**config.mk**
```make
export PLATFORM = sky130hd
export DESIGN_NAME = dace_core_end_flat
export DESIGN_NICKNAME = d
export VERILOG_FILES = /design/src/inc/dace_pkg.sv /design/src/inc/dace_if.sv /design/src/hw/dace_core_end.sv /design/src/flat_wrapper.sv
export VERILOG_INCLUDE_DIRS = /design/src /design/src/inc
export SDC_FILE = /design/constraint.sdc
export NUM_CORES = 1
export LEC_CHECK = 0
export BUFFER_PORTS_ARGS = -buffer_cell sky130_fd_sc_hd__buf_2
export CORE_AREA = 5 5 220 222
export CTS_BUF_LIST = sky130_fd_sc_hd__clkbuf_4
export DETAILED_ROUTE_END_ITERATION = 12
export DIE_AREA = 0 0 225 227
export PLACE_DENSITY = 0.57
export SETUP_SLACK_MARGIN = 0.2
export SYNTH_ARGS = -nofsm -noshare
export SYNTH_HDL_FRONTEND = slang
export SYNTH_SLANG_ARGS = --single-unit
```
**constraint.sdc**
```tcl
create_clock -name clk_sys -period 10 [get_ports clk_sys]
set_input_delay 1 -clock clk_sys [delete_from_list [all_inputs] [get_ports clk_sys]]
set_output_delay 1 -clock clk_sys [all_outputs]
set_load 0.01 [all_outputs]
```
**src/inc/dace_regs.svh**
```systemverilog
`ifndef DACE_REGS_SVH
`define DACE_REGS_SVH
// ----------------------------------------
// compare field encodings
// ----------------------------------------
`define DACE_UNITS      2
`define DACE_PRIV_ANY   2'h0
`define DACE_PRIV_SUP   2'h2
`define DACE_PRIV_USR   2'h3
`define DACE_SPACE_EA   2'h0
`define DACE_SPACE_AS0  2'h2
`define DACE_SPACE_AS1  2'h3
`define DACE_MODE_EXACT 2'h0
`define DACE_MODE_MASK  2'h1
`define DACE_MODE_INCL  2'h2
`define DACE_MODE_EXCL  2'h3
`define DACE_BE_OFF     4'h0
`define DACE_SYNC       1'h0
// ----------------------------------------
// status bits
// ----------------------------------------
`define DACE_ST_HITS    3:0
`define DACE_ST_IDE     4
`define DACE_ST_W       5
`define DACE_ST_RST     5'h00
// ----------------------------------------
// register offsets (paddr[7:0])
// ----------------------------------------
`define DACE_A_CTRL0    8'h00
`define DACE_A_CTRL2    8'h04
`define DACE_A_CMP1     8'h08
`define DACE_A_CMP2     8'h0C
`define DACE_A_MSR      8'h10
`define DACE_A_ACCPC    8'h14
`define DACE_A_ACCADDR  8'h18
`define DACE_A_ISSUE    8'h1C
`define DACE_A_STATUS   8'h20
`define DACE_A_EVTPC    8'h24
`define DACE_A_EVENTS   8'h28
// ----------------------------------------
// field positions and reset values
// ----------------------------------------
`define DACE_C0_RDEN    1:0
`define DACE_C0_WREN    3:2
`define DACE_C0_EXT     4
`define DACE_C0_WAIT    5
`define DACE_C0_INT     6
`define DACE_C0_TRACE   7
`define DACE_C2_PRIV    3:0
`define DACE_C2_SPACE   7:4
`define DACE_C2_BE      15:8
`define DACE_C2_ASYNC   16
`define DACE_C2_MODE    18:17
`define DACE_MSR_PR     0
`define DACE_MSR_DS     1
`define DACE_MSR_DE     2
`define DACE_EV_STOP    0
`define DACE_EV_IRQ     1
`define DACE_EV_TRACE   2
`define DACE_REG_RST    32'h0000_0000
`endif

```
**src/inc/dace_pkg.sv**
```systemverilog
package dace_pkg;
	typedef enum logic [1:0] {
		DACE_IDLE = 2'h0,
		DACE_PEN  = 2'h1,
		DACE_ACT  = 2'h3,
		DACE_LATE = 2'h2
	} dace_state_type;
endpackage : dace_pkg

```
**src/inc/dace_if.sv**
```systemverilog
`timescale 1ns/10ps
interface dace_if #(
	parameter int ADDR_W = 32
);
	logic                 accValid;
	logic                 accWrite;
	logic [ADDR_W-1:0]    accAddr;
	logic [ADDR_W-1:0]    accPc;
	logic                 msrPr;
	logic                 msrDs;
	logic                 msrDe;
	logic                 modeExt;
	logic                 modeWait;
	logic                 modeInt;
	logic                 modeTrace;
	logic [1:0]           rdEn;
	logic [1:0]           wrEn;
	logic [1:0][1:0]      privSel;
	logic [1:0][1:0]      spaceSel;
	logic [1:0][3:0]      valueBe;
	logic                 asyncSel;
	logic [1:0]           cmpMode;
	logic [ADDR_W-1:0]    cmpAddr1;
	logic [ADDR_W-1:0]    cmpAddr2;
	logic                 stsClr;
	logic [4:0]           stsClrMask;
	logic                 resume;
	logic                 accDone;
	logic                 accSuppress;
	logic                 stopReq;
	logic                 irqReq;
	logic                 traceEvt;
	logic [ADDR_W-1:0]    evtPc;
	logic [4:0]           dbgStatus;

	modport dev (
		input  accValid, accWrite, accAddr, accPc, msrPr, msrDs, msrDe,
		input  modeExt, modeWait, modeInt, modeTrace, rdEn, wrEn, privSel,
		input  spaceSel, valueBe, asyncSel, cmpMode, cmpAddr1, cmpAddr2,
		input  stsClr, stsClrMask, resume,
		output accDone, accSuppress, stopReq, irqReq, traceEvt, evtPc, dbgStatus
	);
	modport core (
		output accValid, accWrite, accAddr, accPc, msrPr, msrDs, msrDe,
		output modeExt, modeWait, modeInt, modeTrace, rdEn, wrEn, privSel,
		output spaceSel, valueBe, asyncSel, cmpMode, cmpAddr1, cmpAddr2,
		output stsClr, stsClrMask, resume,
		input  accDone, accSuppress, stopReq, irqReq, traceEvt, evtPc, dbgStatus
	);
endinterface : dace_if

```
**src/hw/dace_core_end.sv**
```systemverilog
`timescale 1ns/10ps
`include "dace_regs.svh"
module dace_core_end
	import dace_pkg::*;
#(
	parameter int ADDR_W = 32
) (
	input  wire logic        clk_sys,
	input  wire logic        rst,
	input  wire logic [31:0] paddr,
	input  wire logic        psel,
	input  wire logic        penable,
	input  wire logic        pwrite,
	input  wire logic [31:0] pwdata,
	output logic [31:0]      prdata,
	output logic             pready,
	output logic             pslverr,
	dace_if.core             link
);
	// ----------------------------------------
	// state
	// ----------------------------------------
	typedef struct packed {
		logic [31:0]       ctrl0;
		logic [31:0]       ctrl2;
		logic [ADDR_W-1:0] cmp1;
		logic [ADDR_W-1:0] cmp2;
		logic [2:0]        machine_state_register;
		logic [ADDR_W-1:0] accPc;
		logic [ADDR_W-1:0] accAddr;
		logic              accValid;
		logic              accWr;
		logic              lastSup;
		logic [2:0]        events;
		logic [ADDR_W-1:0] evtPc;
		logic              stsClr;
		logic [4:0]        clrMask;
		logic              resume;
		logic [31:0]       rdata;
		logic              ready;
		logic              err;
	} dace_core_type;

	dace_core_type core_r;
	dace_core_type core_nxt;

	logic       setup;
	logic       access;
	logic [7:0] offs;

	if (ADDR_W < 8 || ADDR_W > 32) begin : g_chk
		$error("dace_core_end: ADDR_W out of range");
	end

	assign setup  = psel && !penable;
	assign access = psel && penable && core_r.ready;
	assign offs   = paddr[7:0];

	always_comb begin
		core_nxt        = core_r;
		core_nxt.ready  = 1'h0;
		core_nxt.err    = 1'h0;
		core_nxt.stsClr = 1'h0;
		core_nxt.resume = 1'h0;
		// ----------------------------------------
		// apb read path, answered in the access cycle
		// ----------------------------------------
		if (setup) begin
			core_nxt.ready = 1'h1;
			core_nxt.rdata = 32'h0000_0000;
			case (offs)
				`DACE_A_CTRL0:   core_nxt.rdata = core_r.ctrl0;
				`DACE_A_CTRL2:   core_nxt.rdata = core_r.ctrl2;
				`DACE_A_CMP1:    core_nxt.rdata = 32'(core_r.cmp1);
				`DACE_A_CMP2:    core_nxt.rdata = 32'(core_r.cmp2);
				`DACE_A_MSR:     core_nxt.rdata = 32'(core_r.machine_state_register);
				`DACE_A_ACCPC:   core_nxt.rdata = 32'(core_r.accPc);
				`DACE_A_ACCADDR: core_nxt.rdata = 32'(core_r.accAddr);
				`DACE_A_ISSUE:   core_nxt.rdata = 32'({core_r.lastSup, core_r.accValid});
				`DACE_A_STATUS:  core_nxt.rdata = 32'(link.dbgStatus);
				`DACE_A_EVTPC:   core_nxt.rdata = 32'(core_r.evtPc);
				`DACE_A_EVENTS:  core_nxt.rdata = 32'(core_r.events);
				default:         core_nxt.err   = 1'h1;
			endcase
		end
		// ----------------------------------------
		// apb write path
		// ----------------------------------------
		if (access && pwrite) begin
			case (offs)
				`DACE_A_CTRL0:   core_nxt.ctrl0   = pwdata;
				`DACE_A_CTRL2:   core_nxt.ctrl2   = pwdata;
				`DACE_A_CMP1:    core_nxt.cmp1    = pwdata[ADDR_W-1:0];
				`DACE_A_CMP2:    core_nxt.cmp2    = pwdata[ADDR_W-1:0];
				`DACE_A_MSR:     core_nxt.machine_state_register     = pwdata[2:0];
				`DACE_A_ACCPC:   core_nxt.accPc   = pwdata[ADDR_W-1:0];
				`DACE_A_ACCADDR: core_nxt.accAddr = pwdata[ADDR_W-1:0];
				`DACE_A_ISSUE: begin
					// no issue while one is open or the device has stopped
					if (!core_r.accValid && !core_r.events[`DACE_EV_STOP]) begin
						core_nxt.accValid = 1'h1;
						core_nxt.accWr    = pwdata[0];
					end
				end
				`DACE_A_STATUS: begin
					core_nxt.stsClr  = 1'h1;
					core_nxt.clrMask = pwdata[4:0];
				end
				`DACE_A_EVENTS: begin
					core_nxt.events = core_r.events & ~pwdata[2:0];
					core_nxt.resume = pwdata[`DACE_EV_STOP];
				end
				default: begin
					// error already shown with pready; must not outlast the access
					core_nxt.err = 1'h0;
				end
			endcase
		end
		// ----------------------------------------
		// device answers, applied last so sets win
		// ----------------------------------------
		if (link.accDone) begin
			core_nxt.accValid = 1'h0;
			core_nxt.lastSup  = link.accSuppress;
		end
		if (link.stopReq) begin
			core_nxt.events[`DACE_EV_STOP] = 1'h1;
			core_nxt.evtPc                 = link.evtPc;
		end
		if (link.irqReq) begin
			// taking the interrupt masks further ones, as a real core does
			core_nxt.events[`DACE_EV_IRQ] = 1'h1;
			core_nxt.evtPc                = link.evtPc;
			core_nxt.machine_state_register[`DACE_MSR_DE]    = 1'h0;
		end
		if (link.traceEvt) begin
			core_nxt.events[`DACE_EV_TRACE] = 1'h1;
		end
	end

	always_ff @(posedge clk_sys or posedge rst) begin
		if (rst) begin
			core_r       <= '0;
			core_r.ctrl0 <= `DACE_REG_RST;
			core_r.ctrl2 <= `DACE_REG_RST;
		end else begin
			core_r <= core_nxt;
		end
	end

	// ----------------------------------------
	// outputs
	// ----------------------------------------
	assign prdata          = core_r.rdata;
	assign pready          = core_r.ready;
	assign pslverr         = core_r.err;
	assign link.accValid   = core_r.accValid;
	assign link.accWrite   = core_r.accWr;
	assign link.accAddr    = core_r.accAddr;
	assign link.accPc      = core_r.accPc;
	assign link.msrPr      = core_r.machine_state_register[`DACE_MSR_PR];
	assign link.msrDs      = core_r.machine_state_register[`DACE_MSR_DS];
	assign link.msrDe      = core_r.machine_state_register[`DACE_MSR_DE];
	assign link.rdEn       = core_r.ctrl0[`DACE_C0_RDEN];
	assign link.wrEn       = core_r.ctrl0[`DACE_C0_WREN];
	assign link.modeExt    = core_r.ctrl0[`DACE_C0_EXT];
	assign link.modeWait   = core_r.ctrl0[`DACE_C0_WAIT];
	assign link.modeInt    = core_r.ctrl0[`DACE_C0_INT];
	assign link.modeTrace  = core_r.ctrl0[`DACE_C0_TRACE];
	assign link.privSel    = core_r.ctrl2[`DACE_C2_PRIV];
	assign link.spaceSel   = core_r.ctrl2[`DACE_C2_SPACE];
	assign link.valueBe    = core_r.ctrl2[`DACE_C2_BE];
	assign link.asyncSel   = core_r.ctrl2[`DACE_C2_ASYNC];
	assign link.cmpMode    = core_r.ctrl2[`DACE_C2_MODE];
	assign link.cmpAddr1   = core_r.cmp1;
	assign link.cmpAddr2   = core_r.cmp2;
	assign link.stsClr     = core_r.stsClr;
	assign link.stsClrMask = core_r.clrMask;
	assign link.resume     = core_r.resume;

endmodule : dace_core_end

```
**src/flat_wrapper.sv**
```systemverilog
// flat-port wrapper written by rule: the top's interface ports become plain ports
module dace_core_end_flat import dace_pkg::*;
#(
	parameter int ADDR_W = 32
)
  (clk_sys, rst, paddr, psel, penable, pwrite, pwdata, prdata, pready, pslverr, link_accValid, link_accWrite, link_accAddr, link_accPc, link_msrPr, link_msrDs, link_msrDe, link_modeExt, link_modeWait, link_modeInt, link_modeTrace, link_rdEn, link_wrEn, link_privSel, link_spaceSel, link_valueBe, link_asyncSel, link_cmpMode, link_cmpAddr1, link_cmpAddr2, link_stsClr, link_stsClrMask, link_resume, link_accDone, link_accSuppress, link_stopReq, link_irqReq, link_traceEvt, link_evtPc, link_dbgStatus);
  dace_if #(.ADDR_W(ADDR_W)) link_i ();
  input  wire logic clk_sys;
  input  wire logic rst;
  input  wire logic [31:0] paddr;
  input  wire logic psel;
  input  wire logic penable;
  input  wire logic pwrite;
  input  wire logic [31:0] pwdata;
  output logic [31:0] prdata;
  output logic pready;
  output logic pslverr;
  output wire logic [$bits(link_i.accValid)-1:0] link_accValid;
  output wire logic [$bits(link_i.accWrite)-1:0] link_accWrite;
  output wire logic [$bits(link_i.accAddr)-1:0] link_accAddr;
  output wire logic [$bits(link_i.accPc)-1:0] link_accPc;
  output wire logic [$bits(link_i.msrPr)-1:0] link_msrPr;
  output wire logic [$bits(link_i.msrDs)-1:0] link_msrDs;
  output wire logic [$bits(link_i.msrDe)-1:0] link_msrDe;
  output wire logic [$bits(link_i.modeExt)-1:0] link_modeExt;
  output wire logic [$bits(link_i.modeWait)-1:0] link_modeWait;
  output wire logic [$bits(link_i.modeInt)-1:0] link_modeInt;
  output wire logic [$bits(link_i.modeTrace)-1:0] link_modeTrace;
  output wire logic [$bits(link_i.rdEn)-1:0] link_rdEn;
  output wire logic [$bits(link_i.wrEn)-1:0] link_wrEn;
  output wire logic [$bits(link_i.privSel)-1:0] link_privSel;
  output wire logic [$bits(link_i.spaceSel)-1:0] link_spaceSel;
  output wire logic [$bits(link_i.valueBe)-1:0] link_valueBe;
  output wire logic [$bits(link_i.asyncSel)-1:0] link_asyncSel;
  output wire logic [$bits(link_i.cmpMode)-1:0] link_cmpMode;
  output wire logic [$bits(link_i.cmpAddr1)-1:0] link_cmpAddr1;
  output wire logic [$bits(link_i.cmpAddr2)-1:0] link_cmpAddr2;
  output wire logic [$bits(link_i.stsClr)-1:0] link_stsClr;
  output wire logic [$bits(link_i.stsClrMask)-1:0] link_stsClrMask;
  output wire logic [$bits(link_i.resume)-1:0] link_resume;
  input wire logic [$bits(link_i.accDone)-1:0] link_accDone;
  input wire logic [$bits(link_i.accSuppress)-1:0] link_accSuppress;
  input wire logic [$bits(link_i.stopReq)-1:0] link_stopReq;
  input wire logic [$bits(link_i.irqReq)-1:0] link_irqReq;
  input wire logic [$bits(link_i.traceEvt)-1:0] link_traceEvt;
  input wire logic [$bits(link_i.evtPc)-1:0] link_evtPc;
  input wire logic [$bits(link_i.dbgStatus)-1:0] link_dbgStatus;
  assign link_accValid = link_i.accValid;
  assign link_accWrite = link_i.accWrite;
  assign link_accAddr = link_i.accAddr;
  assign link_accPc = link_i.accPc;
  assign link_msrPr = link_i.msrPr;
  assign link_msrDs = link_i.msrDs;
  assign link_msrDe = link_i.msrDe;
  assign link_modeExt = link_i.modeExt;
  assign link_modeWait = link_i.modeWait;
  assign link_modeInt = link_i.modeInt;
  assign link_modeTrace = link_i.modeTrace;
  assign link_rdEn = link_i.rdEn;
  assign link_wrEn = link_i.wrEn;
  assign link_privSel = link_i.privSel;
  assign link_spaceSel = link_i.spaceSel;
  assign link_valueBe = link_i.valueBe;
  assign link_asyncSel = link_i.asyncSel;
  assign link_cmpMode = link_i.cmpMode;
  assign link_cmpAddr1 = link_i.cmpAddr1;
  assign link_cmpAddr2 = link_i.cmpAddr2;
  assign link_stsClr = link_i.stsClr;
  assign link_stsClrMask = link_i.stsClrMask;
  assign link_resume = link_i.resume;
  assign link_i.accDone = link_accDone;
  assign link_i.accSuppress = link_accSuppress;
  assign link_i.stopReq = link_stopReq;
  assign link_i.irqReq = link_irqReq;
  assign link_i.traceEvt = link_traceEvt;
  assign link_i.evtPc = link_evtPc;
  assign link_i.dbgStatus = link_dbgStatus;
  dace_core_end #(.ADDR_W(ADDR_W)) u_core (.clk_sys(clk_sys), .rst(rst), .paddr(paddr), .psel(psel), .penable(penable), .pwrite(pwrite), .pwdata(pwdata), .prdata(prdata), .pready(pready), .pslverr(pslverr), .link(link_i));
endmodule
```
==> results.md, run 1 <==
* Synth area leaders: dfrtp_1, mux2_2, buf_4
* Max H-tree Level at 3
* DRT Pass-1 Iters at 5
* Post-CTS Setup Repair Bufs at 0
* Startpoint Class: input pin
* Count of hold-fix buffers inserted at cts at 0
* Final HPWL DP at between 30000 and 40000 µm
* Post-synthesis mux area share at between 20% and 30%
* Dpl cell area at 14300 µm²
* Post-Syn Instances at between 1k and 1.5k
* Post-Synth Simple-Gate Area at roughly 5.2%
* Pleak at about 7.8 nW
* Number of failing hold endpoints at the final stage at 0
* Setup TNS at 0 ns
* Initial Util at 29.6%
* Crit path max fanout at 19
* Gr ovfl total at 0
* Die width at 225 µm
* Clk sinks at around 270
* Routed Antenna Nets at 0
* Yosys cell types at 59
* Design area at approximately 15000 µm²
* Multi-input gate area at around 5000 µm²
* Reg area at roughly 6900 µm²
* Core area at approximately 46000 µm²
* Clk_lat worst skew at between 0.7 and 0.8 ns
* Largest family of logic cells by synthesized area: multiplexers
* Root Driver: clkbuf_4
* Syn. warnings at 0
* Layout Skew at around 0.050 ns
* Final period util at about a third
* Post-synth EDFFs at 0
* Post-Route WL at about 50000 µm
* Setup crit end kind: register
* Post-Layout Cell Count at between 1.5k and 2k
* Via count at approximately 9.5k
* Maximum clock path buffer count at 3
* Max-Cap Viols at 0
* Worst Tran Pin Value at 1.04 ns
* Dpl cells at around 1.8k
* Largest net degree at the start of global routing at between 150 and 200
* Seq cells post-synth at around 270
* Via/cell ratio at roughly 5.0
* Setup violators final at 0
* Number of max-slew violations in the final report at 0
* Post-Synth Adder-Cell Area at 0%
* Remaining DRCs at 0
* Die Ht at around 230 µm
* CTS resizes at 0
* Io pins at around 310
* Die area at between 50000 and 60000 µm²
* DRT iter0 DRCs at about 620
* First-pass GRT wire length at approximately 70000 µm
* Initial antenna violation count at 5
* PwrDens at around 150 nW/µm²
* Syn nets at 1198
* XOR/XNOR Fraction of Synth Area at 0%
* Async S/R FF share, synth at 100%
* RSZ-0062 raised after global routing: false
* Required time worst endpoint at between 10 and 15 ns
* # nets final at 1345
* Sequential share of the synthesized area at around 50%
* CTS Buf Count at 81
* Syn avg cell area at 12.6 µm²
* Status: completed
* Core Rows at slightly below 80
* Hold slack final at around 0.32 ns
* WS Path Type: in -> reg
* Maximum vdd drop at 0.0781 mV
* Post-synthesis cell area at around 14000 µm²
* Shortest period the worst path allows at 3.46 ns
* Number of port buffers at roughly 290
* FMAX at ~0.29 GHz
* Gpl congestion at between 0.7 and 0.8
* Critical Path AT at a little over 4 ns
* Cell taking the most area after synthesis: dfrtp_1
* Synthesis-to-finish area growth at 12.3%
* Complex-gate fraction of the synthesized area at ~8.1%
* Avg WL per Cell at roughly 26 µm
* HP Class: in -> async
* Relative slew slack at a little under a third
* Pre-CTS WS at 5.72 ns
* Yosys top cell area share at 50.2%
* Layout fillers at ~4.7k
* Gr usage total at a little under a fifth
* Synth Flop Type: dfrtp_1
* Vias in the first global route at between 10k and 15k
* Clock slew at the register clock pins of the worst setup and hold paths at 0.07 ns
* PnR worst setup slack at roughly 6.5 ns
* Layout cells sized above 1 at 52.7%
* CTS tree: yes
## cell type report
class | instances | area share, %
Inverter | 4 | 0.147
Multi-Input combinational cell | 559 | 32.7
Tap cell | 607 | 4.95
Clock buffer | 118 | 5.78
Sequential cell | 274 | 44.7
Clock inverter | 24 | 0.832
Antenna cell | 6 | 0.0979
Timing Repair Buffer | 314 | 10.8
## routing by layer
layer / global-route usage, % / up-vias / part of all wire, %
met3: 5.84 / 91 / 7.4
li1: - / 4095 / -
met2: 30.4 / 374 / 47
met1: 24.8 / 4943 / 43
met5: 0 / - / 0.024
met4: 6.82 / 2 / 3.1
## final timing paths
path                                   start                        to  slack [ns]  cells after the start
setup / recovery                    paddr[3]   u_core.link.accAddr[12]        6.54                      6
hold / removal                           rst  u_core.link.cmpAddr1[20]        0.32                      2
setup reg to reg               u_core.pready  u_core.link.cmpAddr2[19]        7.25                      5
hold reg to reg            u_core.core_r[75]         u_core.core_r[75]        0.47                      1
max in group asynchronous                rst        u_core.core_r[229]        8.10                      3
min in group clk_sys          link_evtPc[12]         u_core.core_r[53]        0.47                      2
## per-stage QoR
step / util [%] / power, W
5_1_grt: 33.2 / 0.00247
6_report: 33.2 / 0.00235
3_3_place_gp: 31.0 / 0.00130
4_1_cts: 33.2 / 0.00240
3_5_place_dp: 31.0 / 0.00130
2_1_floorplan: - / 0.00123
## flip-flops by register name, summed over array words and instances, names as in the netlist, 2 cells and up
signal,count
u_core.core_r,73
u_core.link.accAddr,32
u_core.link.accPc,32
u_core.link.cmpAddr1,32
u_core.link.cmpAddr2,32
u_core.prdata,32
u_core.link.valueBe,8
u_core.link.stsClrMask,5
u_core.link.privSel,4
u_core.link.spaceSel,4
u_core.link.cmpMode,2
u_core.link.rdEn,2
u_core.link.wrEn,2
## cells by family (layout without fill, tap and decap cells)
logic type / after synthesis / count (layout)
compound gates: 156 / 156
flops: 274 / 274
simple gates: 127 / 127
mux: 276 / 276
other cells: 0 / 6
buf+inv: 254 / 460
## power by group
part / total, W / switching (W) / internal, W
clock network: 0.00107 / 0.000500 / 0.000567
registers: 0.00113 / 0.00000919 / 0.00112
logic: 0.000146 / 0.000101 / 0.0000445
total: 0.00235 / 0.000610 / 0.00174
## worst max-delay path: stages
cell,delay (ns)
buf_2,0.41
buf_4,0.49
nor4b_2,0.60
and3_2,0.68
buf_4,0.48
mux2_2,0.39
## cells in the mapped netlist, types with 14 or more instances
master and number:
mux2i_1 29, buf_6 16, nor2_1 27, o21ai_0 33, a22oi_1 42, mux2_1 38
nand2_1 45, mux2_2 201, dfrtp_1 274, buf_4 194, a221oi_1 15, o22ai_1 14
clkbuf_1 26
## cell usage in the layout (no fill, tap or decap), types with 6 or more instances in the layout
| master | instances |
|---|---|
| dfrtp_1 | 274 |
| mux4_2 | 8 |
| diode_2 | 6 |
| nor2_1 | 25 |
| a22oi_1 | 42 |
| o21ai_0 | 33 |
| buf_4 | 26 |
| a221oi_1 | 15 |
| mux2_2 | 201 |
| a21oi_1 | 10 |
| mux2_1 | 38 |
| clkbuf_4 | 118 |
| nand3_1 | 9 |
| a221o_1 | 6 |
| buf_2 | 287 |
| o32ai_1 | 6 |
| o22ai_1 | 14 |
| nor3_1 | 9 |
| clkinv_2 | 6 |
| mux2i_1 | 29 |
| nand2_1 | 45 |
| clkinv_1 | 12 |
Power figures use the tool's default switching activity.
==> run 2, diff against run 1 <==
- ABC_AREA: not set -> 1
- CORE_AREA: 5 5 220 222 -> 5 5 219 221
- DIE_AREA: 0 0 225 227 -> 0 0 224 226
- PLACE_DENSITY: 0.57 -> 0.59
- clock period: 10 -> 3.1 ns (I/O delays scaled with it)
==> run 2 against run 1 <==
  * Sequential cell count unchanged
  * Design area rose by 4.8%
  * Via count is 21% higher
  * Highest routed layer is now met4
  * Largest power group unchanged
  * Sequential power rose to 3.2 times the previous value
  * Core utilization increased by 1.7 points
  * Critical path depth stayed put
  * Sequential share of layout area decreased by 2.0 points
  * Combinational power increased to 3.1 times the previous value
  * Clock skew down 0.0069 ns
  * Non-clock buffer count up 90
  * Global-route usage shrank 0.85 points
  * First-iteration DRC count is 21% higher
==> results.md, run 2 <==
* Status: completed
* DRT Pass-1 Iters at 5 (unchanged)
* Sequential share of the synthesized area at 50.8% (+0.53 points)
* Final period util at 71.4%
* Routed Antenna Nets at 0 (unchanged)
* Design area at 16100 µm² (+4.8%)
* Via count at 11.5k (+21%)
* Async S/R FF share, synth at 100% (unchanged)
* Root Driver: clkbuf_4
* Synth Flop Type: dfrtp_1
* Count leader, synth: nand2_1
* Remaining DRCs at 0 (unchanged)
* RSZ-0062 raised after global routing: false
* Vias in the first global route at 11.4k (+13%)
* Die area at 50600 µm² (-0.88%)
* Number of failing hold endpoints at the final stage at 0 (unchanged)
* Largest net degree at the start of global routing at 75 (-55%)
* Gpl congestion at 0.846 (+11%)
* Clk sinks at 274 (unchanged)
* Crit-path cells: nand4_1 -> dlygate4sd3_1 -> nor3_1 -> nand3_1 -> a21oi_1 -> dlygate4sd3_1
* Complex-gate fraction of the synthesized area at 8.72% (+0.67 points)
* Commonest non-fill, non-tap cells in the layout: nand2_1, buf_2, dfrtp_1
* First-pass GRT wire length at 69800 µm (-0.55%)
* Shortest period the worst path allows at ~2.2 ns
* Clk_lat worst skew at 0.79 ns (+0.02 ns)
* Post-synth EDFFs at 0 (unchanged)
* Worst r2r src: u_core.pready
* Pleak at 8.74 nW (+12%)
* Crit path max fanout at 3 (-16)
* # nets final at 2007 (+49%)
* Largest family of logic cells by synthesized area: simple AND/OR/NAND/NOR gates
* Max-Cap Viols at 0 (unchanged)
* Gr ovfl total at 0 (unchanged)
* Commonest cells post-synth: nand2_1, dfrtp_1, buf_4
* Cell taking the most area after synthesis: dfrtp_1
* Core Rows at 79 (unchanged)
* CTS tree: yes
* PwrDens at 461 nW/µm² (+200%)
* HP Class: in -> async
* Worst reg2reg endpoint: u_core.link.accValid
* Dpl cell area at 14200 µm² (-0.70%)
* Critical Path AT at 2.92 ns (-1.18 ns)
* Seq cells post-synth at 274 (unchanged)
* Post-Route WL at 46600 µm (-6.1%)
* CP top delay family: buffers and inverters
* XOR/XNOR Fraction of Synth Area at 0% (unchanged)
* Dpl cells at 2331 (+33%)
* DRT iter0 DRCs at 751 (+21%)
* Final HPWL DP at 29200 µm (-11%)
* Die Ht at 226 µm (-0.44%)
* Post-CTS Setup Repair Bufs at 0 (unchanged)
* Hold slack final at 0.126 ns (-0.197 ns)
* Io pins at 312 (unchanged)
* Largest incremental delay on the critical path at 0.65 ns (-0.03 ns)
* Biggest register: u_core.core_r
* Crit-path slowest cell: dlygate4sd3_1
* Die width at 224 µm (-0.44%)
* Number of max-slew violations in the final report at 0 (unchanged)
* Layout Skew at 0.0428 ns (-0.00687 ns)
* Startpoint Class: register
* Worst Tran Pin Value at 1.00 ns (-0.0327 ns)
* Critical Path Most Common Cell: dlygate4sd3_1
* Post-synthesis cell area at 13500 µm² (-1.0%)
* Number of flip-flops under the largest register name at 73 (unchanged)
* Maximum vdd drop at 0.238 mV (+210%)
* Setup TNS at 0 ns (unchanged)
* Max H-tree Level at 3 (unchanged)
* CTS Buf Count at 79 (-2.5%)
* Number of port buffers at 287 (unchanged)
* Gr usage total at 18.3% (-0.85 points)
* Post-Synth Adder-Cell Area at 0% (unchanged)
* Initial Util at 29.4% (-0.18 points)
* Yosys cell types at 23 (-61%)
* Required time worst endpoint at 3.81 ns (-6.83 ns)
* Initial antenna violation count at 1 (-4)
* Setup violators final at 0 (unchanged)
* R2R Setup Slk at 0.89 ns (-6.36 ns)
* Yosys top cell area share at 50.8% (+0.53 points)
* Setup crit end kind: register
* Relative slew slack at 33.0% (+2.2 points)
* Syn avg cell area at 8.11 µm² (-35%)
* PnR worst setup slack at 0.888 ns (-5.66 ns)
* Avg WL per Cell at 18.2 µm (-30%)
* FMAX at between 0.4 and 0.5 GHz
* Maximum clock path buffer count at 3 (unchanged)
* Register-to-Register Path Depth at 6 (+1)
* Clock slew at the register clock pins of the worst setup and hold paths at 0.07 ns (about the same)
* Post-Layout Cell Count at 2556 (+34%)
* Layout cells sized above 1 at 24.5% (-28 points)
* Via/cell ratio at 4.49 (-9.9%)
* Core area at 46000 µm² (-0.43%)
* Post-synthesis mux area share at 1.33% (-22 points)
* Synth area leaders: dfrtp_1, nand2_1, buf_4
* Syn. warnings at 0 (unchanged)
* Most common cell after layout, fill and taps aside: nand2_1
* Post-Synth Simple-Gate Area at 23.1% (+18 points)
* Pre-CTS WS at 0.628 ns (-5.10 ns)
* WS Path Type: reg -> reg
* Post-Syn Instances at 1666 (+53%)
* Syn nets at 1777 (+48%)
* WP buf/inv at 2 (-1)
* Synthesis-to-finish area growth at 18.9%
## run 2: changes by cell type in the layout (fill, tap and decap cells not counted), moves of 57 or more
cell           delta
nor2_1           +98
o21ai_0          +57
dlygate4sd3_1    +91
inv_1            +88
mux2_2          -185
o21ai_1         +119
nand2_1         +552
## run 2: how the worst max path moves through the flow
stage | startpoint | endpoint | slack, ns | cells past startpoint
2_1_floorplan | rst | u_core.core_r[229] | -0.83 | 1
3_3_place_gp | paddr[7] | u_core.link.cmpAddr2[14] | 0.67 | 6
3_5_place_dp | paddr[7] | u_core.link.cmpAddr2[16] | 0.63 | 7
4_1_cts | u_core.pready | u_core.link.accValid | 0.92 | 6
5_1_grt | u_core.pready | u_core.link.accValid | 0.79 | 6
6_report | u_core.pready | u_core.link.accValid | 0.89 | 6
## run 2: kinds of logic (layout without fill, tap and decap cells)
| family | count (synthesis) | in the layout |
|---|---|---|
| flip-flops | 274 | 274 |
| buffers and inverters | 352 | 633 |
| multiplexers | 16 | 16 |
| other | 0 | 2 |
| AND/OR/NAND/NOR | 789 | 789 |
| AO/OA/AOI/OAI | 235 | 235 |
## run 2: metrics by stage
stage / total power, W / util [%]
final: 0.00740 / 35.0
after global routing: 0.00779 / 34.9
after CTS: 0.00756 / 34.9
after detailed placement: 0.00409 / 30.9
after global placement: 0.00408 / 30.9
after floorplan: 0.00391 / -
## run 2: power by group
group / switching [W] / internal [W]
Sequential: 0.0000244 / 0.00363
Clock: 0.00157 / 0.00173
Combinational: 0.000271 / 0.000184
## run 2: timing repair
| item | 4_1_cts | 5_1_grt |
|---|---|---|
| hold buffers | 91 | 0 |
| gates resized for setup | 0 | 0 |
| hold endpoints to repair | 405 | 0 |
## run 2: worst min-delay path: stages
cell and delay (ns):
dlygate4sd3_1 0.54, buf_2 0.14, clkinvlp_4 0.31
## run 2: cell type report
class	instances	area, µm²
timing repair buffer	404	2610
fill	4784	29900
clock buffer	112	841
tap	607	759
clock inverter	20	104
antenna	2	5.00
multi-input combinational	1040	4530
inverter	97	368
sequential	274	6860
## run 2: per-layer routing
metal	GRT usage (%)	vias up	wire [µm]
met3	4.67	79	3200
met1	22.5	5458	19500
met4	6.98	0	1190
li1	-	5545	-
met2	30.9	398	22700
met5	0	-	0
==> run 3, diff against run 2 <==
- clock period: 3.1 -> 1.95 ns (I/O delays scaled with it)
==> run 3 against run 2 <==
  * Via count increased by 1.9%
  * Global-route usage up 0.16 points
  * Sequential share of layout area down 1.8 points
  * Combinational power is 86% higher
  * Die area is the same
  * Largest power group unchanged
==> results.md, run 3 (synthesis gave the netlist of run 2 again) <==
* Initial antenna violation count at 2 (+1)
* Initial Util at 29.4% (unchanged)
* Remaining DRCs at 0 (unchanged)
* Layout fillers at 4748 (-0.75%)
* Gpl congestion at 0.852 (+0.64%)
* Commonest non-fill, non-tap cells in the layout: nand2_1, buf_2, dfrtp_1
* Worst Tran Pin Value at 0.949 ns (-0.0562 ns)
* Hold slack final at 0.127 ns (+0.00124 ns)
* DRT Pass-1 Iters at 5 (unchanged)
* Worst r2r src: u_core.pready
* Pleak at 9.08 nW (+3.9%)
* Clock slew at the register clock pins of the worst setup and hold paths at 0.07 ns (about the same)
* Critical Path AT at 2.39 ns (-0.53 ns)
* Clk_lat worst skew at 0.75 ns (-0.04 ns)
* Synthesis-to-finish area growth at 24.1%
* Biggest register: u_core.core_r
* Layout cells sized above 1 at 25.0% (+0.50 points)
* Largest net degree at the start of global routing at 63 (-16%)
* Gr usage total at 18.4% (+0.16 points)
* WP buf/inv at 5 (+3)
* Die area at 50600 µm² (unchanged)
* Final period util at between 80 and 90%
* FMAX at around 0.58 GHz
* Shortest period the worst path allows at about 1.7 ns
* Die Ht at 226 µm (unchanged)
* CTS Buf Count at 76 (-3.8%)
* Largest incremental delay on the critical path at 0.56 ns (-0.09 ns)
* Most common cell after layout, fill and taps aside: nand2_1
* Io pins at 312 (unchanged)
* Crit path max fanout at 12 (+9)
* Max-Cap Viols at 0 (unchanged)
* Avg WL per Cell at 18.0 µm (-0.93%)
* Setup TNS at 0 ns (unchanged)
* PwrDens at 692 nW/µm² (+50%)
* Design area at 16800 µm² (+4.4%)
* Layout Skew at 0.0487 ns (+0.00590 ns)
* Number of port buffers at 287 (unchanged)
* Die width at 224 µm (unchanged)
* Root Driver: clkbuf_4
* Setup crit end kind: register
* Via count at 11.7k (+1.9%)
* Startpoint Class: input pin
* Worst Hold Launch: paddr[2]
* Number of max-slew violations in the final report at 0 (unchanged)
* Required time worst endpoint at 2.60 ns (-1.21 ns)
* Final HPWL DP at 31000 µm (+6.2%)
* Vias in the first global route at 11.5k (+0.73%)
* Maximum vdd drop at 0.408 mV (+71%)
* DRT iter0 DRCs at 817 (+8.8%)
* Maximum clock path buffer count at 3 (unchanged)
* Crit-path cells: dlygate4sd3_1 -> buf_2 -> inv_1 -> nand2_1 -> nor2_1 -> buf_4 -> nand3_1 -> a21oi_1 -> dlygate4sd3_1
* Core Rows at 79 (unchanged)
* Relative slew slack at 36.8% (+3.7 points)
* CP top delay family: buffers and inverters
* Crit-path slowest cell: dlygate4sd3_1
* Number of failing hold endpoints at the final stage at 0 (unchanged)
* # nets final at 2076 (+3.4%)
* Post-Route WL at 47200 µm (+1.5%)
* Routed Antenna Nets at 0 (unchanged)
* RSZ-0062 raised after global routing: true
* Post-Route Utilization at 36.5% (+1.5 points)
* Max H-tree Level at 3 (unchanged)
* Core area at 46000 µm² (unchanged)
* Critical Path Most Common Cell: dlygate4sd3_1
* Via/cell ratio at 4.47 (-0.47%)
* Number of flip-flops under the largest register name at 73 (unchanged)
* Clk sinks at 274 (unchanged)
* Critical path origin: paddr[7]
* HP Class: in -> reg
* CTS tree: yes
* PnR worst setup slack at 0.213 ns (-0.675 ns)
* Pre-CTS WS at 0.170 ns (-0.457 ns)
* First-pass GRT wire length at 70700 µm (+1.3%)
* Dpl cell area at 14600 µm² (+2.5%)
* Gr ovfl total at 0 (unchanged)
* Status: completed
* WS Path Type: in -> reg
* Setup violators final at 0 (unchanged)
-- run 3: worst paths after layout --
kind                       slack [ns]                        to  cells past startpoint
setup / recovery                 0.21      u_core.link.accValid                      9
hold / removal                   0.13            u_core.pslverr                      6
setup reg to reg                 0.30      u_core.link.accValid                      5
hold reg to reg                  0.48         u_core.prdata[20]                      2
max in group asynchronous        0.55  u_core.link.cmpAddr1[25]                      6
min in group asynchronous        0.61   u_core.link.accAddr[18]                      4
-- run 3: routing by layer --
metal	part of all wire [%]	vias up	global-route usage [%]
met5	0	-	0
met4	2.8	0	6.94
met1	41	5522	23.0
li1	-	5671	-
met3	6.7	74	4.19
met2	49	436	31.2
-- run 3: layout make-up --
type | count | area, µm² | area share [%]
clock buffer | 104 | 781 | 4.66
timing repair buffer | 476 | 3370 | 20.1
multi-input combinational | 1040 | 4530 | 27.0
inverter | 97 | 368 | 2.19
antenna | 3 | 7.51 | 0.0448
tap | 607 | 759 | 4.53
sequential | 274 | 6860 | 40.9
clock inverter | 17 | 93.8 | 0.560
-- run 3: power by group --
part	total (W)	switching (W)	internal, W
Combinational	0.000845	0.000455	0.000390
Sequential	0.00580	0.0000387	0.00576
Clock	0.00496	0.00239	0.00257
-- run 3: metrics by stage --
| step | total power (W) | cells |
|---|---|---|
| finish | 0.0116 | 2618 |
| global route | 0.0122 | 2617 |
| CTS | 0.0118 | 2615 |
| detailed placement | 0.00652 | 2363 |
| global placement | 0.00651 | 2363 |
| floorplan | 0.00622 | 1666 |
-- run 3: what timing repair did --
action / 4_1_cts / 5_1_grt
endpoints found under the hold margin: 478 / 0
hold buffers: 131 / 0
resized for setup: 1 / 4
endpoints found under the setup margin: 1 / 81
pin swaps: 0 / 1
buffers inserted: 0 / 0
-- run 3: worst reg2reg max path, stage by stage, from the launching register on --
cell           delay, ns
dfrtp_1             0.35
nand4_1             0.21
nor3_1              0.20
nand3_1             0.13
a21oi_1             0.14
dlygate4sd3_1       0.56
